File: config.mk
export PLATFORM = sky130hd
export DESIGN_NAME = cpig_irq_gating
export DESIGN_NICKNAME = d
export VERILOG_FILES = /design/src/inc/cpig_pkg.sv /design/src/rtl/cpig_ext_edge.sv /design/src/rtl/cpig_pin_change.sv /design/src/rtl/cpig_irq_gating.sv
export SDC_FILE = /design/constraint.sdc
export NUM_CORES = 1
export LEC_CHECK = 0
export BUFFER_PORTS_ARGS = -buffer_cell sky130_fd_sc_hd__buf_2
export CORE_ASPECT_RATIO = 1.25
export CORE_MARGIN = 2
export CORE_UTILIZATION = 55
export DETAILED_ROUTE_END_ITERATION = 12
export GPL_ROUTABILITY_DRIVEN = 0
export PLACE_DENSITY = 0.87
export RECOVER_POWER = 50
export SLEW_MARGIN = 20
export SYNTH_ARGS = -nofsm -noshare
export SYNTH_HDL_FRONTEND = slang
export SYNTH_SLANG_ARGS = --single-unit
export TNS_END_PERCENT = 100
File: constraint.sdc
create_clock -name clk -period 1.3 [get_ports clk]
set_input_delay 0.195 -clock clk [delete_from_list [all_inputs] [get_ports clk]]
set_output_delay 0.195 -clock clk [all_outputs]
set_load 0.005 [all_outputs]
File: src/inc/cpig_pkg.sv
// cpig_pkg: shared offsets, field positions and carriers of the irq gating
package cpig_pkg;

	// register offsets on the plain register port
	localparam logic [2:0] CPIG_OFS_INTCTL   = 3'h0;
	localparam logic [2:0] CPIG_OFS_PIE_ONE  = 3'h1;
	localparam logic [2:0] CPIG_OFS_PIE_TWO  = 3'h2;
	localparam logic [2:0] CPIG_OFS_PIR_ONE  = 3'h3;
	localparam logic [2:0] CPIG_OFS_PIR_TWO  = 3'h4;
	localparam logic [2:0] CPIG_OFS_OPTION   = 3'h5;
	localparam logic [2:0] CPIG_OFS_PIN_MASK = 3'h6;

	// interrupt_control fields
	localparam int CPIG_B_GIE  = 7;
	localparam int CPIG_B_PERIPHERAL_GROUP_ENABLE = 6;
	localparam int CPIG_B_T0EN = 5;
	localparam int CPIG_B_EXEN = 4;
	localparam int CPIG_B_PCEN = 3;
	localparam int CPIG_B_T0F  = 2;
	localparam int CPIG_B_EXF  = 1;
	localparam int CPIG_B_PCF  = 0;

	// peripheral enable / request one fields
	localparam int CPIG_B_T1G = 7;
	localparam int CPIG_B_ADC = 6;
	localparam int CPIG_B_LTB = 3;
	localparam int CPIG_B_LTA = 2;
	localparam int CPIG_B_T2  = 1;
	localparam int CPIG_B_T1  = 0;

	// peripheral enable / request two fields
	localparam int CPIG_B_CMPB = 5;
	localparam int CPIG_B_CMPA = 4;
	localparam int CPIG_B_OGEN = 2;
	localparam int CPIG_B_CCP  = 0;

	// option field: external pin edge select
	localparam int CPIG_B_EDGE = 6;

	// implemented bits and reset values
	localparam logic [7:0] CPIG_MASK_CORE = 8'hff;
	localparam logic [7:0] CPIG_MASK_ONE  = 8'hcf;
	localparam logic [7:0] CPIG_MASK_TWO  = 8'h35;
	localparam logic [7:0] CPIG_MASK_OPT  = 8'h40;
	localparam logic [7:0] CPIG_RST_REG   = 8'h00;
	localparam logic [7:0] CPIG_RST_OPT   = 8'h40;
	localparam logic [7:0] CPIG_RD_NONE   = 8'h00;

	typedef enum logic [1:0] {
		CPIG_CCP_CAPTURE,
		CPIG_CCP_COMPARE,
		CPIG_CCP_PWM
	} cpig_ccp_e;

	typedef struct packed {
		logic       wr;
		logic       rd;
		logic [2:0] addr;
		logic [7:0] wdata;
	} cpig_bus_s;

	typedef struct packed {
		logic      timer0Rollover;
		logic      timer1Gate;
		logic      adcDone;
		logic      limitTimerBMatch;
		logic      limitTimerAMatch;
		logic      timer2Match;
		logic      timer1Rollover;
		logic      outputGenShutdown;
		logic      captureEvent;
		logic      compareMatch;
		cpig_ccp_e ccpMode;
		logic      comparatorAOutput;
		logic      comparatorBOutput;
	} cpig_evt_s;

	typedef struct packed {
		logic prev;
		logic armed;
	} cpig_edge_s;

	typedef struct packed {
		logic [7:0] prev;
		logic       armed;
	} cpig_chg_s;

	typedef struct packed {
		logic [7:0] intCtl;
		logic [7:0] pieOne;
		logic [7:0] pieTwo;
		logic [7:0] pirOne;
		logic [7:0] pirTwo;
		logic [7:0] option;
		logic [7:0] pinMask;
		logic [1:0] cmpPrev;
		logic       cmpArmed;
		logic       irqReq;
		logic [7:0] rdData;
	} cpig_top_s;

endpackage

File: src/rtl/cpig_ext_edge.sv
// cpig_ext_edge: selectable edge detector for the external interrupt pin
`timescale 1ns/100ps
module cpig_ext_edge
	import cpig_pkg::*;
(
	// clock and reset
	input  wire logic clk,
	input  wire logic rst,
	// pin and edge choice
	input  wire logic pinLevel,
	input  wire logic risingSel,
	// detected edge
	output logic      edgePulse
);

	cpig_edge_s st_r;
	cpig_edge_s st_nxt;

	always_comb begin
		st_nxt       = st_r;
		st_nxt.prev  = pinLevel;
		st_nxt.armed = 1'b1;
	end

	// no edge before a first sample exists
	assign edgePulse = st_r.armed & (risingSel ? (pinLevel & ~st_r.prev)
		: (~pinLevel & st_r.prev));

	always_ff @(posedge clk) begin
		if (rst) begin
			st_r <= '0;
		end else begin
			st_r <= st_nxt;
		end
	end

endmodule // cpig_ext_edge

File: src/rtl/cpig_pin_change.sv
// cpig_pin_change: per-pin masked change detector for pin_change_detect
`timescale 1ns/100ps
module cpig_pin_change
	import cpig_pkg::*;
#(
	parameter int NPINS = 6
)(
	// clock and reset
	input  wire logic             clk,
	input  wire logic             rst,
	// monitored pins and per-pin enables
	input  wire logic [NPINS-1:0] pins,
	input  wire logic [NPINS-1:0] pinMask,
	// any enabled pin changed
	output logic                  changePulse
);

	cpig_chg_s  st_r;
	cpig_chg_s  st_nxt;
	logic [7:0] pinsWide;
	logic [7:0] maskWide;

	assign pinsWide = 8'(pins);
	assign maskWide = 8'(pinMask);

	always_comb begin
		st_nxt       = st_r;
		st_nxt.prev  = pinsWide;
		st_nxt.armed = 1'b1;
	end

	// only pins enabled one by one may report
	assign changePulse = st_r.armed & |((pinsWide ^ st_r.prev) & maskWide);

	always_ff @(posedge clk) begin
		if (rst) begin
			st_r <= '0;
		end else begin
			st_r <= st_nxt;
		end
	end

endmodule // cpig_pin_change

File: src/rtl/cpig_irq_gating.sv
// cpig_irq_gating: core and peripheral interrupt enables, flags and request
//
// Implementation choices: strobed register access and the register addresses.
`timescale 1ns/100ps
module cpig_irq_gating
	import cpig_pkg::*;
#(
	parameter int NPINS = 6
)(
	// clock and reset
	input  wire logic             clk,
	input  wire logic             rst,
	// register port
	input  wire cpig_bus_s        busReq,
	output logic [7:0]            rdData,
	// peripheral event sources
	input  wire cpig_evt_s        evt,
	// pins
	input  wire logic             externalIrqPin,
	input  wire logic [NPINS-1:0] changePins,
	// request to the core
	output logic                  irqRequest
);

	////////////////////////////////////////////////////////////////////////////

	if (NPINS < 1 || NPINS > 8) begin : g_bad_npins
		$error("NPINS must lie between 1 and 8");
	end

	////////////////////////////////////////////////////////////////////////////

	// write through, then hardware set, limited to implemented bits
	function automatic logic [7:0] flagUpdate(
		input logic [7:0] cur,
		input logic       wrHit,
		input logic [7:0] wdata,
		input logic [7:0] setBits,
		input logic [7:0] implMask
	);
		logic [7:0] base;
		base = wrHit ? wdata : cur;
		return (base | setBits) & implMask;
	endfunction

	// plain read/write register, unimplemented bits forced low
	function automatic logic [7:0] regUpdate(
		input logic [7:0] cur,
		input logic       wrHit,
		input logic [7:0] wdata,
		input logic [7:0] implMask
	);
		return (wrHit ? wdata : cur) & implMask;
	endfunction

	////////////////////////////////////////////////////////////////////////////

	cpig_top_s  st_r;
	cpig_top_s  st_nxt;

	logic       extEdge;
	logic       pinChange;
	logic [1:0] cmpNow;
	logic [1:0] cmpChanged;
	logic       ccpEvent;
	logic [7:0] coreSet;
	logic [7:0] oneSet;
	logic [7:0] twoSet;
	logic       wrIntCtl;
	logic       wrPieOne;
	logic       wrPieTwo;
	logic       wrPirOne;
	logic       wrPirTwo;
	logic       wrOption;
	logic       wrPinMask;
	logic       coreHit;
	logic       periHit;
	logic [7:0] rdMux;

	////////////////////////////////////////////////////////////////////////////
	// event detectors

	cpig_ext_edge u_ext_edge (
		.clk       (clk),
		.rst       (rst),
		.pinLevel  (externalIrqPin),
		.risingSel (st_r.option[CPIG_B_EDGE]),
		.edgePulse (extEdge)
	);

	cpig_pin_change #(
		.NPINS (NPINS)
	) u_pin_change (
		.clk         (clk),
		.rst         (rst),
		.pins        (changePins),
		.pinMask     (st_r.pinMask[NPINS-1:0]),
		.changePulse (pinChange)
	);

	// comparator flags follow any change of either output
	assign cmpNow     = {evt.comparatorBOutput, evt.comparatorAOutput};
	assign cmpChanged = st_r.cmpArmed ? (cmpNow ^ st_r.cmpPrev) : 2'h0;

	// capture/compare source picked by mode, nothing in pwm
	always_comb begin
		case (evt.ccpMode)
			CPIG_CCP_CAPTURE: begin
				ccpEvent = evt.captureEvent;
			end
			CPIG_CCP_COMPARE: begin
				ccpEvent = evt.compareMatch;
			end
			default: begin
				ccpEvent = 1'b0;
			end
		endcase
	end

	////////////////////////////////////////////////////////////////////////////
	// hardware set vectors, independent of any enable except the per-pin mask

	always_comb begin
		coreSet              = 8'h00;
		coreSet[CPIG_B_T0F]  = evt.timer0Rollover;
		coreSet[CPIG_B_EXF]  = extEdge;
		coreSet[CPIG_B_PCF]  = pinChange;
	end

	always_comb begin
		oneSet               = 8'h00;
		oneSet[CPIG_B_T1G]   = evt.timer1Gate;
		oneSet[CPIG_B_ADC]   = evt.adcDone;
		oneSet[CPIG_B_LTB]   = evt.limitTimerBMatch;
		oneSet[CPIG_B_LTA]   = evt.limitTimerAMatch;
		oneSet[CPIG_B_T2]    = evt.timer2Match;
		oneSet[CPIG_B_T1]    = evt.timer1Rollover;
	end

	always_comb begin
		twoSet               = 8'h00;
		twoSet[CPIG_B_CMPB]  = cmpChanged[1];
		twoSet[CPIG_B_CMPA]  = cmpChanged[0];
		twoSet[CPIG_B_OGEN]  = evt.outputGenShutdown;
		twoSet[CPIG_B_CCP]   = ccpEvent;
	end

	////////////////////////////////////////////////////////////////////////////
	// write decode

	always_comb begin
		wrIntCtl  = 1'b0;
		wrPieOne  = 1'b0;
		wrPieTwo  = 1'b0;
		wrPirOne  = 1'b0;
		wrPirTwo  = 1'b0;
		wrOption  = 1'b0;
		wrPinMask = 1'b0;
		if (!busReq.wr) begin
			wrIntCtl = 1'b0;
		end else if (busReq.addr == CPIG_OFS_INTCTL) begin
			wrIntCtl = 1'b1;
		end else if (busReq.addr == CPIG_OFS_PIE_ONE) begin
			wrPieOne = 1'b1;
		end else if (busReq.addr == CPIG_OFS_PIE_TWO) begin
			wrPieTwo = 1'b1;
		end else if (busReq.addr == CPIG_OFS_PIR_ONE) begin
			wrPirOne = 1'b1;
		end else if (busReq.addr == CPIG_OFS_PIR_TWO) begin
			wrPirTwo = 1'b1;
		end else if (busReq.addr == CPIG_OFS_OPTION) begin
			wrOption = 1'b1;
		end else if (busReq.addr == CPIG_OFS_PIN_MASK) begin
			wrPinMask = 1'b1;
		end
	end

	////////////////////////////////////////////////////////////////////////////
	// read mux, unmapped offsets read zero

	always_comb begin
		rdMux = CPIG_RD_NONE;
		if (busReq.addr == CPIG_OFS_INTCTL) begin
			rdMux = st_r.intCtl;
		end else if (busReq.addr == CPIG_OFS_PIE_ONE) begin
			rdMux = st_r.pieOne;
		end else if (busReq.addr == CPIG_OFS_PIE_TWO) begin
			rdMux = st_r.pieTwo;
		end else if (busReq.addr == CPIG_OFS_PIR_ONE) begin
			rdMux = st_r.pirOne;
		end else if (busReq.addr == CPIG_OFS_PIR_TWO) begin
			rdMux = st_r.pirTwo;
		end else if (busReq.addr == CPIG_OFS_OPTION) begin
			rdMux = st_r.option;
		end else if (busReq.addr == CPIG_OFS_PIN_MASK) begin
			rdMux = st_r.pinMask;
		end
	end

	////////////////////////////////////////////////////////////////////////////
	// request gating on the registered enables and flags

	// core sources: enables sit three places above their flags
	assign coreHit = |((st_r.intCtl[CPIG_B_T0EN:CPIG_B_PCEN])
		& (st_r.intCtl[CPIG_B_T0F:CPIG_B_PCF]));

	// peripheral sources only with the group enable
	assign periHit = st_r.intCtl[CPIG_B_PERIPHERAL_GROUP_ENABLE]
		& (|(st_r.pieOne & st_r.pirOne) | |(st_r.pieTwo & st_r.pirTwo));

	////////////////////////////////////////////////////////////////////////////
	// next state

	always_comb begin
		st_nxt = st_r;

		// set beats a software clear in the same cycle
		st_nxt.intCtl = flagUpdate(st_r.intCtl, wrIntCtl, busReq.wdata,
			coreSet, CPIG_MASK_CORE);
		st_nxt.pirOne = flagUpdate(st_r.pirOne, wrPirOne, busReq.wdata,
			oneSet, CPIG_MASK_ONE);
		st_nxt.pirTwo = flagUpdate(st_r.pirTwo, wrPirTwo, busReq.wdata,
			twoSet, CPIG_MASK_TWO);

		// enables, option and pin mask hold only implemented bits
		st_nxt.pieOne = regUpdate(st_r.pieOne, wrPieOne, busReq.wdata,
			CPIG_MASK_ONE);
		st_nxt.pieTwo = regUpdate(st_r.pieTwo, wrPieTwo, busReq.wdata,
			CPIG_MASK_TWO);
		st_nxt.option = regUpdate(st_r.option, wrOption, busReq.wdata,
			CPIG_MASK_OPT);
		st_nxt.pinMask = regUpdate(st_r.pinMask, wrPinMask, busReq.wdata,
			8'(2 ** NPINS - 1));

		// comparator history
		st_nxt.cmpPrev  = cmpNow;
		st_nxt.cmpArmed = 1'b1;

		st_nxt.irqReq = st_r.intCtl[CPIG_B_GIE] & (coreHit | periHit);

		// read data stands only in the cycle after the strobe
		st_nxt.rdData = busReq.rd ? rdMux : CPIG_RD_NONE;
	end

	////////////////////////////////////////////////////////////////////////////

	always_ff @(posedge clk) begin
		if (rst) begin
			st_r.intCtl   <= CPIG_RST_REG;
			st_r.pieOne   <= CPIG_RST_REG;
			st_r.pieTwo   <= CPIG_RST_REG;
			st_r.pirOne   <= CPIG_RST_REG;
			st_r.pirTwo   <= CPIG_RST_REG;
			st_r.option   <= CPIG_RST_OPT;
			st_r.pinMask  <= CPIG_RST_REG;
			st_r.cmpPrev  <= 2'h0;
			st_r.cmpArmed <= 1'b0;
			st_r.irqReq   <= 1'b0;
			st_r.rdData   <= CPIG_RD_NONE;
		end else begin
			st_r <= st_nxt;
		end
	end

	assign rdData     = st_r.rdData;
	assign irqRequest = st_r.irqReq;

endmodule // cpig_irq_gating

# [After elaboration in Yosys (flattened, before gate mapping)]
# Index checks and enable logic that the tools add are counted.
# W data, S select, Z words.
[totals] reg_bits=62 in_bits=36 out_inout_bits=9 word_cells=104
[op_classes] n_eq_ne=7 muxes=52 bitwise=20 reduce_logical=7
[ops] cell="$mux W8" n=7
[ops] cell="$mux W1" n=38
[ops] cell="$reduce_or A8 Y1" n=3
[ops] cell="$mux W7" n=2
[ops] cell="$mux W6" n=2
[ops] cell="$mux W10" n=1
[ops] cell="$eq A3 B3 Y1 const B" n=3
[ops] cell="$and A8 B6 Y8" n=1
[ops] cell="$and A8 B8 Y8" n=1
[ops] cell="$or A8 B3 Y8" n=1
[ops] cell="$or A8 B8 Y8" n=1
[ops] cell="$xor A6 B8 Y8" n=1
[ops] cell="$and A1 B1 Y1" n=6
[ops] cell="$and A6 B6 Y6" n=1
[ops] cell="$eq A3 B2 Y1 const B" n=2
[ops] cell="$or A6 B6 Y6" n=1
[ops] cell="$and A3 B3 Y3" n=1
[ops] cell="$eq A3 B1 Y1 const B" n=1
[ops] cell="$logic_not A3 Y1" n=1
[ops] cell="$not A1 Y1" n=3
[ops] cell="$reduce_or A3 Y1" n=1
[ops] cell="$eq A2 B1 Y1 const B" n=1
[ops] cell="$logic_not A2 Y1" n=1
[ops] cell="$mux W2" n=1
[ops] cell="other kinds (4)" n=5

# [Logic depth before layout (Yosys ltp)]
[depth] depth_word=10 ltp_mapped=6 ltp_nobuf=4

# [Hierarchy]
# Synthesis repeated with hierarchy kept, for this count alone.
[hier_totals] hier_cells=260 hier_area_um2=2549.9
[by_module_without_submodules] module="cpig_irq_gating" n_inst=1 cells_per_inst=228 area_each_um2=2209.6 seq_area_each_um2=940.9
[by_module_without_submodules] module="cpig_pin_change" n_inst=1 cells_per_inst=25 area_each_um2=266.5 seq_area_each_um2=140.1
[by_module_without_submodules] module="cpig_ext_edge" n_inst=1 cells_per_inst=7 area_each_um2=73.8 seq_area_each_um2=40.0

# [Least setup slack after synthesis]
# Ideal clock, no wire load.
[synth_path] path_kind="input port to flip-flop" startpoint="in busReq[10] in the netlist's numbering" endpoint="reg, netlist name st_r[17]" setup_time_ps=128 t_arrival_ps=1042 required_time_ps=1172 setup_slack_ps=131 path_stages=5 path_buffers=2 path_cell_list="buf_2 buf_2 nand4b_2 mux2i_1 nor2_1"
[synth_between] elab_chain_cells=9 word_cells_on_any_way=15 classes_between="eq/ne: 6; mux: 8; reduce/logical: 1"
[synth_rtl] element="start: declaration" line="cpig_irq_gating.sv:14" text="input wire cpig_bus_s busReq,"
[synth_rtl] element="$eq A3 B3 Y1" line="cpig_irq_gating.sv:173" text="end else if (busReq.addr == CPIG_OFS_PIN_MASK) begin"
[synth_rtl] element="$mux W1" line="cpig_irq_gating.sv:173"
[synth_rtl] element="$mux W1" line="cpig_irq_gating.sv:171" text="end else if (busReq.addr == CPIG_OFS_OPTION) begin"
[synth_rtl] element="$mux W1" line="cpig_irq_gating.sv:169" text="end else if (busReq.addr == CPIG_OFS_PIR_TWO) begin"
[synth_rtl] element="$mux W1" line="cpig_irq_gating.sv:167" text="end else if (busReq.addr == CPIG_OFS_PIR_ONE) begin"
[synth_rtl] element="$mux W1" line="cpig_irq_gating.sv:165" text="end else if (busReq.addr == CPIG_OFS_PIE_TWO) begin"
[synth_rtl] element="$mux W1" line="cpig_irq_gating.sv:163" text="end else if (busReq.addr == CPIG_OFS_PIE_ONE) begin"
[synth_rtl] element="$mux W1 (*)" line="cpig_irq_gating.sv:161" text="end else if (busReq.addr == CPIG_OFS_INTCTL) begin"
[synth_rtl] element="$mux W1 (*)" line="cpig_irq_gating.sv:159" text="if (!busReq.wr) begin"
# Every way passes the cells marked *; elsewhere a longest branch is shown, timed or not.
# A chain may end at the register's enable or synchronous reset.

# [Worst setup path in the final report]
[layout_path] startpoint="in busReq[10] in the netlist's numbering" endpoint="reg st_r[49] in the netlist's numbering"
[layout_between] elab_chain_cells=5 word_cells_on_any_way=7 classes_between="eq/ne: 2; mux: 4; reduce/logical: 1"
[layout_rtl] element="$eq A3 B2 Y1" line="cpig_irq_gating.sv:165"
[layout_rtl] element="$mux W1" line="cpig_irq_gating.sv:165"
[layout_rtl] element="$mux W1" line="cpig_irq_gating.sv:163"
[layout_rtl] element="$mux W1 (*)" line="cpig_irq_gating.sv:161"
[layout_rtl] element="$mux W1 (*)" line="cpig_irq_gating.sv:159"
[layout_rtl] element="end signal: assignment" line="cpig_irq_gating.sv:261" text="st_r <= st_nxt;"
[layout_rtl] element="end: declaration" line="cpig_irq_gating.sv:58" text="cpig_top_s st_r;"
# Marked as above.

==> metrics.txt <==
FF+latch area=between 0.001 and 0.0015 sq mm; TritonCTS clock tree=yes; status=complete, no violations; # setup viols final=0; Synth area leaders=dfxtp_1 (45%), mux2i_1 (12%), a21oi_1 (4.4%), nand2_1 (4.2%), nor2_1 (3.6%); Crit. End Element=flip-flop; Antenna Violating Nets Remaining=0; Peak supply drop=0.0008816 V; Die Wd=63.19 um; mean number of vias per cell=between 5 and 6; Rows=26; total grt overflow=0; worst-margin pin slew=473.1 ps; xor and xnor area share after synthesis=2.909%; Post-Route WL=5.614 mm; area leader, netlist=dfxtp_1; cell count after synthesis=256; hold path startpoint=evt[12]; Synth Register Bits=54; Num CTS Buffers=5; Core Area=0.004164 sq mm; top-count cell post-synth=dfxtp_1; first-pass GRT wire length=approximately 9 mm; first drt pass iteration count=4; WL/cell=15.86 um; WHS=112.9 ps; ratio of cells with drive above 1 in the final layout=between 20% and 30%; CP startpoint=busReq[10]; Filler Cell Count=between 300 and 400; final core occ=approximately 66%; most frequent cells after synthesis=dfxtp_1 (54), mux2i_1 (28), nand2_1 (27), nor2_1 (23), a21oi_1 (21); Clock transition at path regs=100 ps; PD cells=~1200 mW/mm^2; Net Count, Synth=292; Worst Path Required=1480 ps; crit-path max FO=5; CP Cell Sequence=buf_2 > nand2b_1 > nor3b_1 > clkbuf_1 > mux2i_1 > nor2_1; Post-CTS Resized=0; Mapped Area=0.002409 sq mm; largest net degree at the start of global routing=36; Setup CP Type=input pin to flip-flop; Area Overhead vs Synth=14.44%; Max Cap Viol=0; # port buffers=44; Starting Density=57.84%; Setup Fix Bufs, Post-CTS=0; total negative slack=0 ps; clk_lat worst skew=roughly 300 ps; post-layout min period=1218 ps; cts hold-fix bufs=0; DP Area=0.002671 sq mm; Yosys cell types=33; drt initial violations=121; CP peak stage delay=300 ps; simple-gate share of the synthesized area=18.70%; RR Startpoint=u_pin_change.st_r[6]$_SDFF_PP0_; number of diodes=0; # IOs=45; Synth async-reset ratio=0%; slowest CP cell=clkbuf_1; initial antenna violation count=0; synth warn=0; register area share after synthesis=44.88%; Clock Skews=5.892 ps; post-synth top area share=between 40% and 50%; Slew Limit Fails=0; fmax=approximately 0.8 GHz; main combinational cell family by area after synthesis=simple AND/OR/NAND/NOR gates; Avg Inst Size Synth=9.408 sq um; fin area=between 0.002 and 0.003 sq mm; Multi-input gate area=0.001160 sq mm; Die ar.=0.004928 sq mm; Compound-Gate Fraction of Synth Area=12.88%; fin nets=333; unrepaired setup endpoints after global routing=no; die height=around 78 um; Worst setup SP type=input pin; All-Layer GR Usage=24.12%; hold crit path type=input pin to flip-flop; Fin. Hold Viols=0; vias in the first global route=1,905; Post-DP HPWL=roughly 4.1 mm; arrival time worst endpoint=around 1400 ps; H-tree Lvls=2; via count=1,999; Leakage=1.219 nW; Synth Flop Type=dfxtp_1; max_slew headroom=between 60% and 70%; Sink Count=54; # DRC=0; Adder-Cell Fraction of Synth Area=0%; Tcrit/Tclk final=93.71%; clk root buf=clkbuf_8; Post-synth EDFFs=0; Clock Tree Buf Depth=2; multiplexer share of the synthesized area=14.44%
-- where the power goes --
group | internal (mW) | switching, mW | total (mW)
Combinational | 0.162 | 0.185 | 0.346
Sequential | 1.72 | 0.0549 | 1.78
Clock | 0.575 | 0.526 | 1.10
Total | 2.46 | 0.766 | 3.22
-- layer usage --
metal | routed length (um) | up-vias | global-route usage, %
li1 | - | 960 | -
met3 | 408 | 11 | 6.667
met1 | 2203 | 934 | 26.81
met2 | 2874 | 94 | 42.45
met5 | 0 | - | 0
met4 | 128 | 0 | 11.09
-- layout by cell type, fill, tap and decap left out --
| master | instances |
|---|---|
| nor2_1 | 23 |
| nor2b_1 | 11 |
| buf_12 | 1 |
| nand3_1 | 4 |
| a31oi_1 | 5 |
| nand4b_2 | 1 |
| clkinvlp_4 | 1 |
| clkbuf_8 | 5 |
| a22o_1 | 5 |
| nand4b_1 | 2 |
| nand2_1 | 27 |
| o21ai_0 | 3 |
| clkbuf_1 | 4 |
| and3_1 | 1 |
| or3_1 | 1 |
| a22oi_1 | 9 |
| inv_1 | 9 |
| nor3_1 | 1 |
| buf_2 | 42 |
| mux2_2 | 2 |
| a21oi_1 | 21 |
| nor3b_4 | 1 |
| dfxtp_1 | 54 |
| nand3b_1 | 2 |
| o31ai_1 | 1 |
| buf_4 | 8 |
| nor3_2 | 1 |
| nand2b_1 | 5 |
| mux2i_1 | 28 |
| a222oi_1 | 1 |
| xor2_1 | 8 |
| bufinv_16 | 1 |
| a211oi_1 | 4 |
| nor3b_1 | 4 |
| mux4_2 | 2 |
-- cell families after synthesis --
group	after synthesis
AO/OA/AOI/OAI	49
XOR/XNOR	8
buffers and inverters	29
flip-flops	54
multiplexers	32
AND/OR/NAND/NOR	84
-- worst paths after layout --
| check | to | slack (ps) | depth (start not counted) |
|---|---|---|---|
| min | st_r[43]$_SDFF_PP0_ | 110 | 3 |
| max | st_r[49]$_SDFFE_PP0P_ | 80 | 6 |
| min reg2reg | irqRequest$_SDFF_PP0_ | 480 | 2 |
| max reg2reg | st_r[60]$_SDFF_PP0_ | 90 | 4 |
-- state kept, by name, summed over array words and instances (netlist names) --
name and cells:
st_r 38, rdData 8, u_pin_change.st_r 6, irqRequest 1, u_ext_edge.st_r 1
-- through the flow --
step	instances	power, mW	worst slack [ps]
after floorplan	256	2.014	130.8
after global placement	346	2.146	15.16
after detailed placement	346	2.158	-1.562
after CTS	354	3.233	90.66
after global routing	354	3.360	22.77
final	354	3.223	81.71
-- worst max-delay path: cells and delay by family --
kind          cells  cell delay, ps
simple gates      3             510
mux               1             260
buf+inv           2             440
-- area by class of cell --
| type | count | area share [%] |
|---|---|---|
| tap | 56 | 2.542 |
| timing repair buffer | 54 | 10.94 |
| sequential | 54 | 39.22 |
| multi-input combinational | 173 | 42.08 |
| inverter | 9 | 1.226 |
| clock inverter | 2 | 1.362 |
| clock buffer | 6 | 2.633 |
No activity file was read; power rests on OpenSTA's default activity.
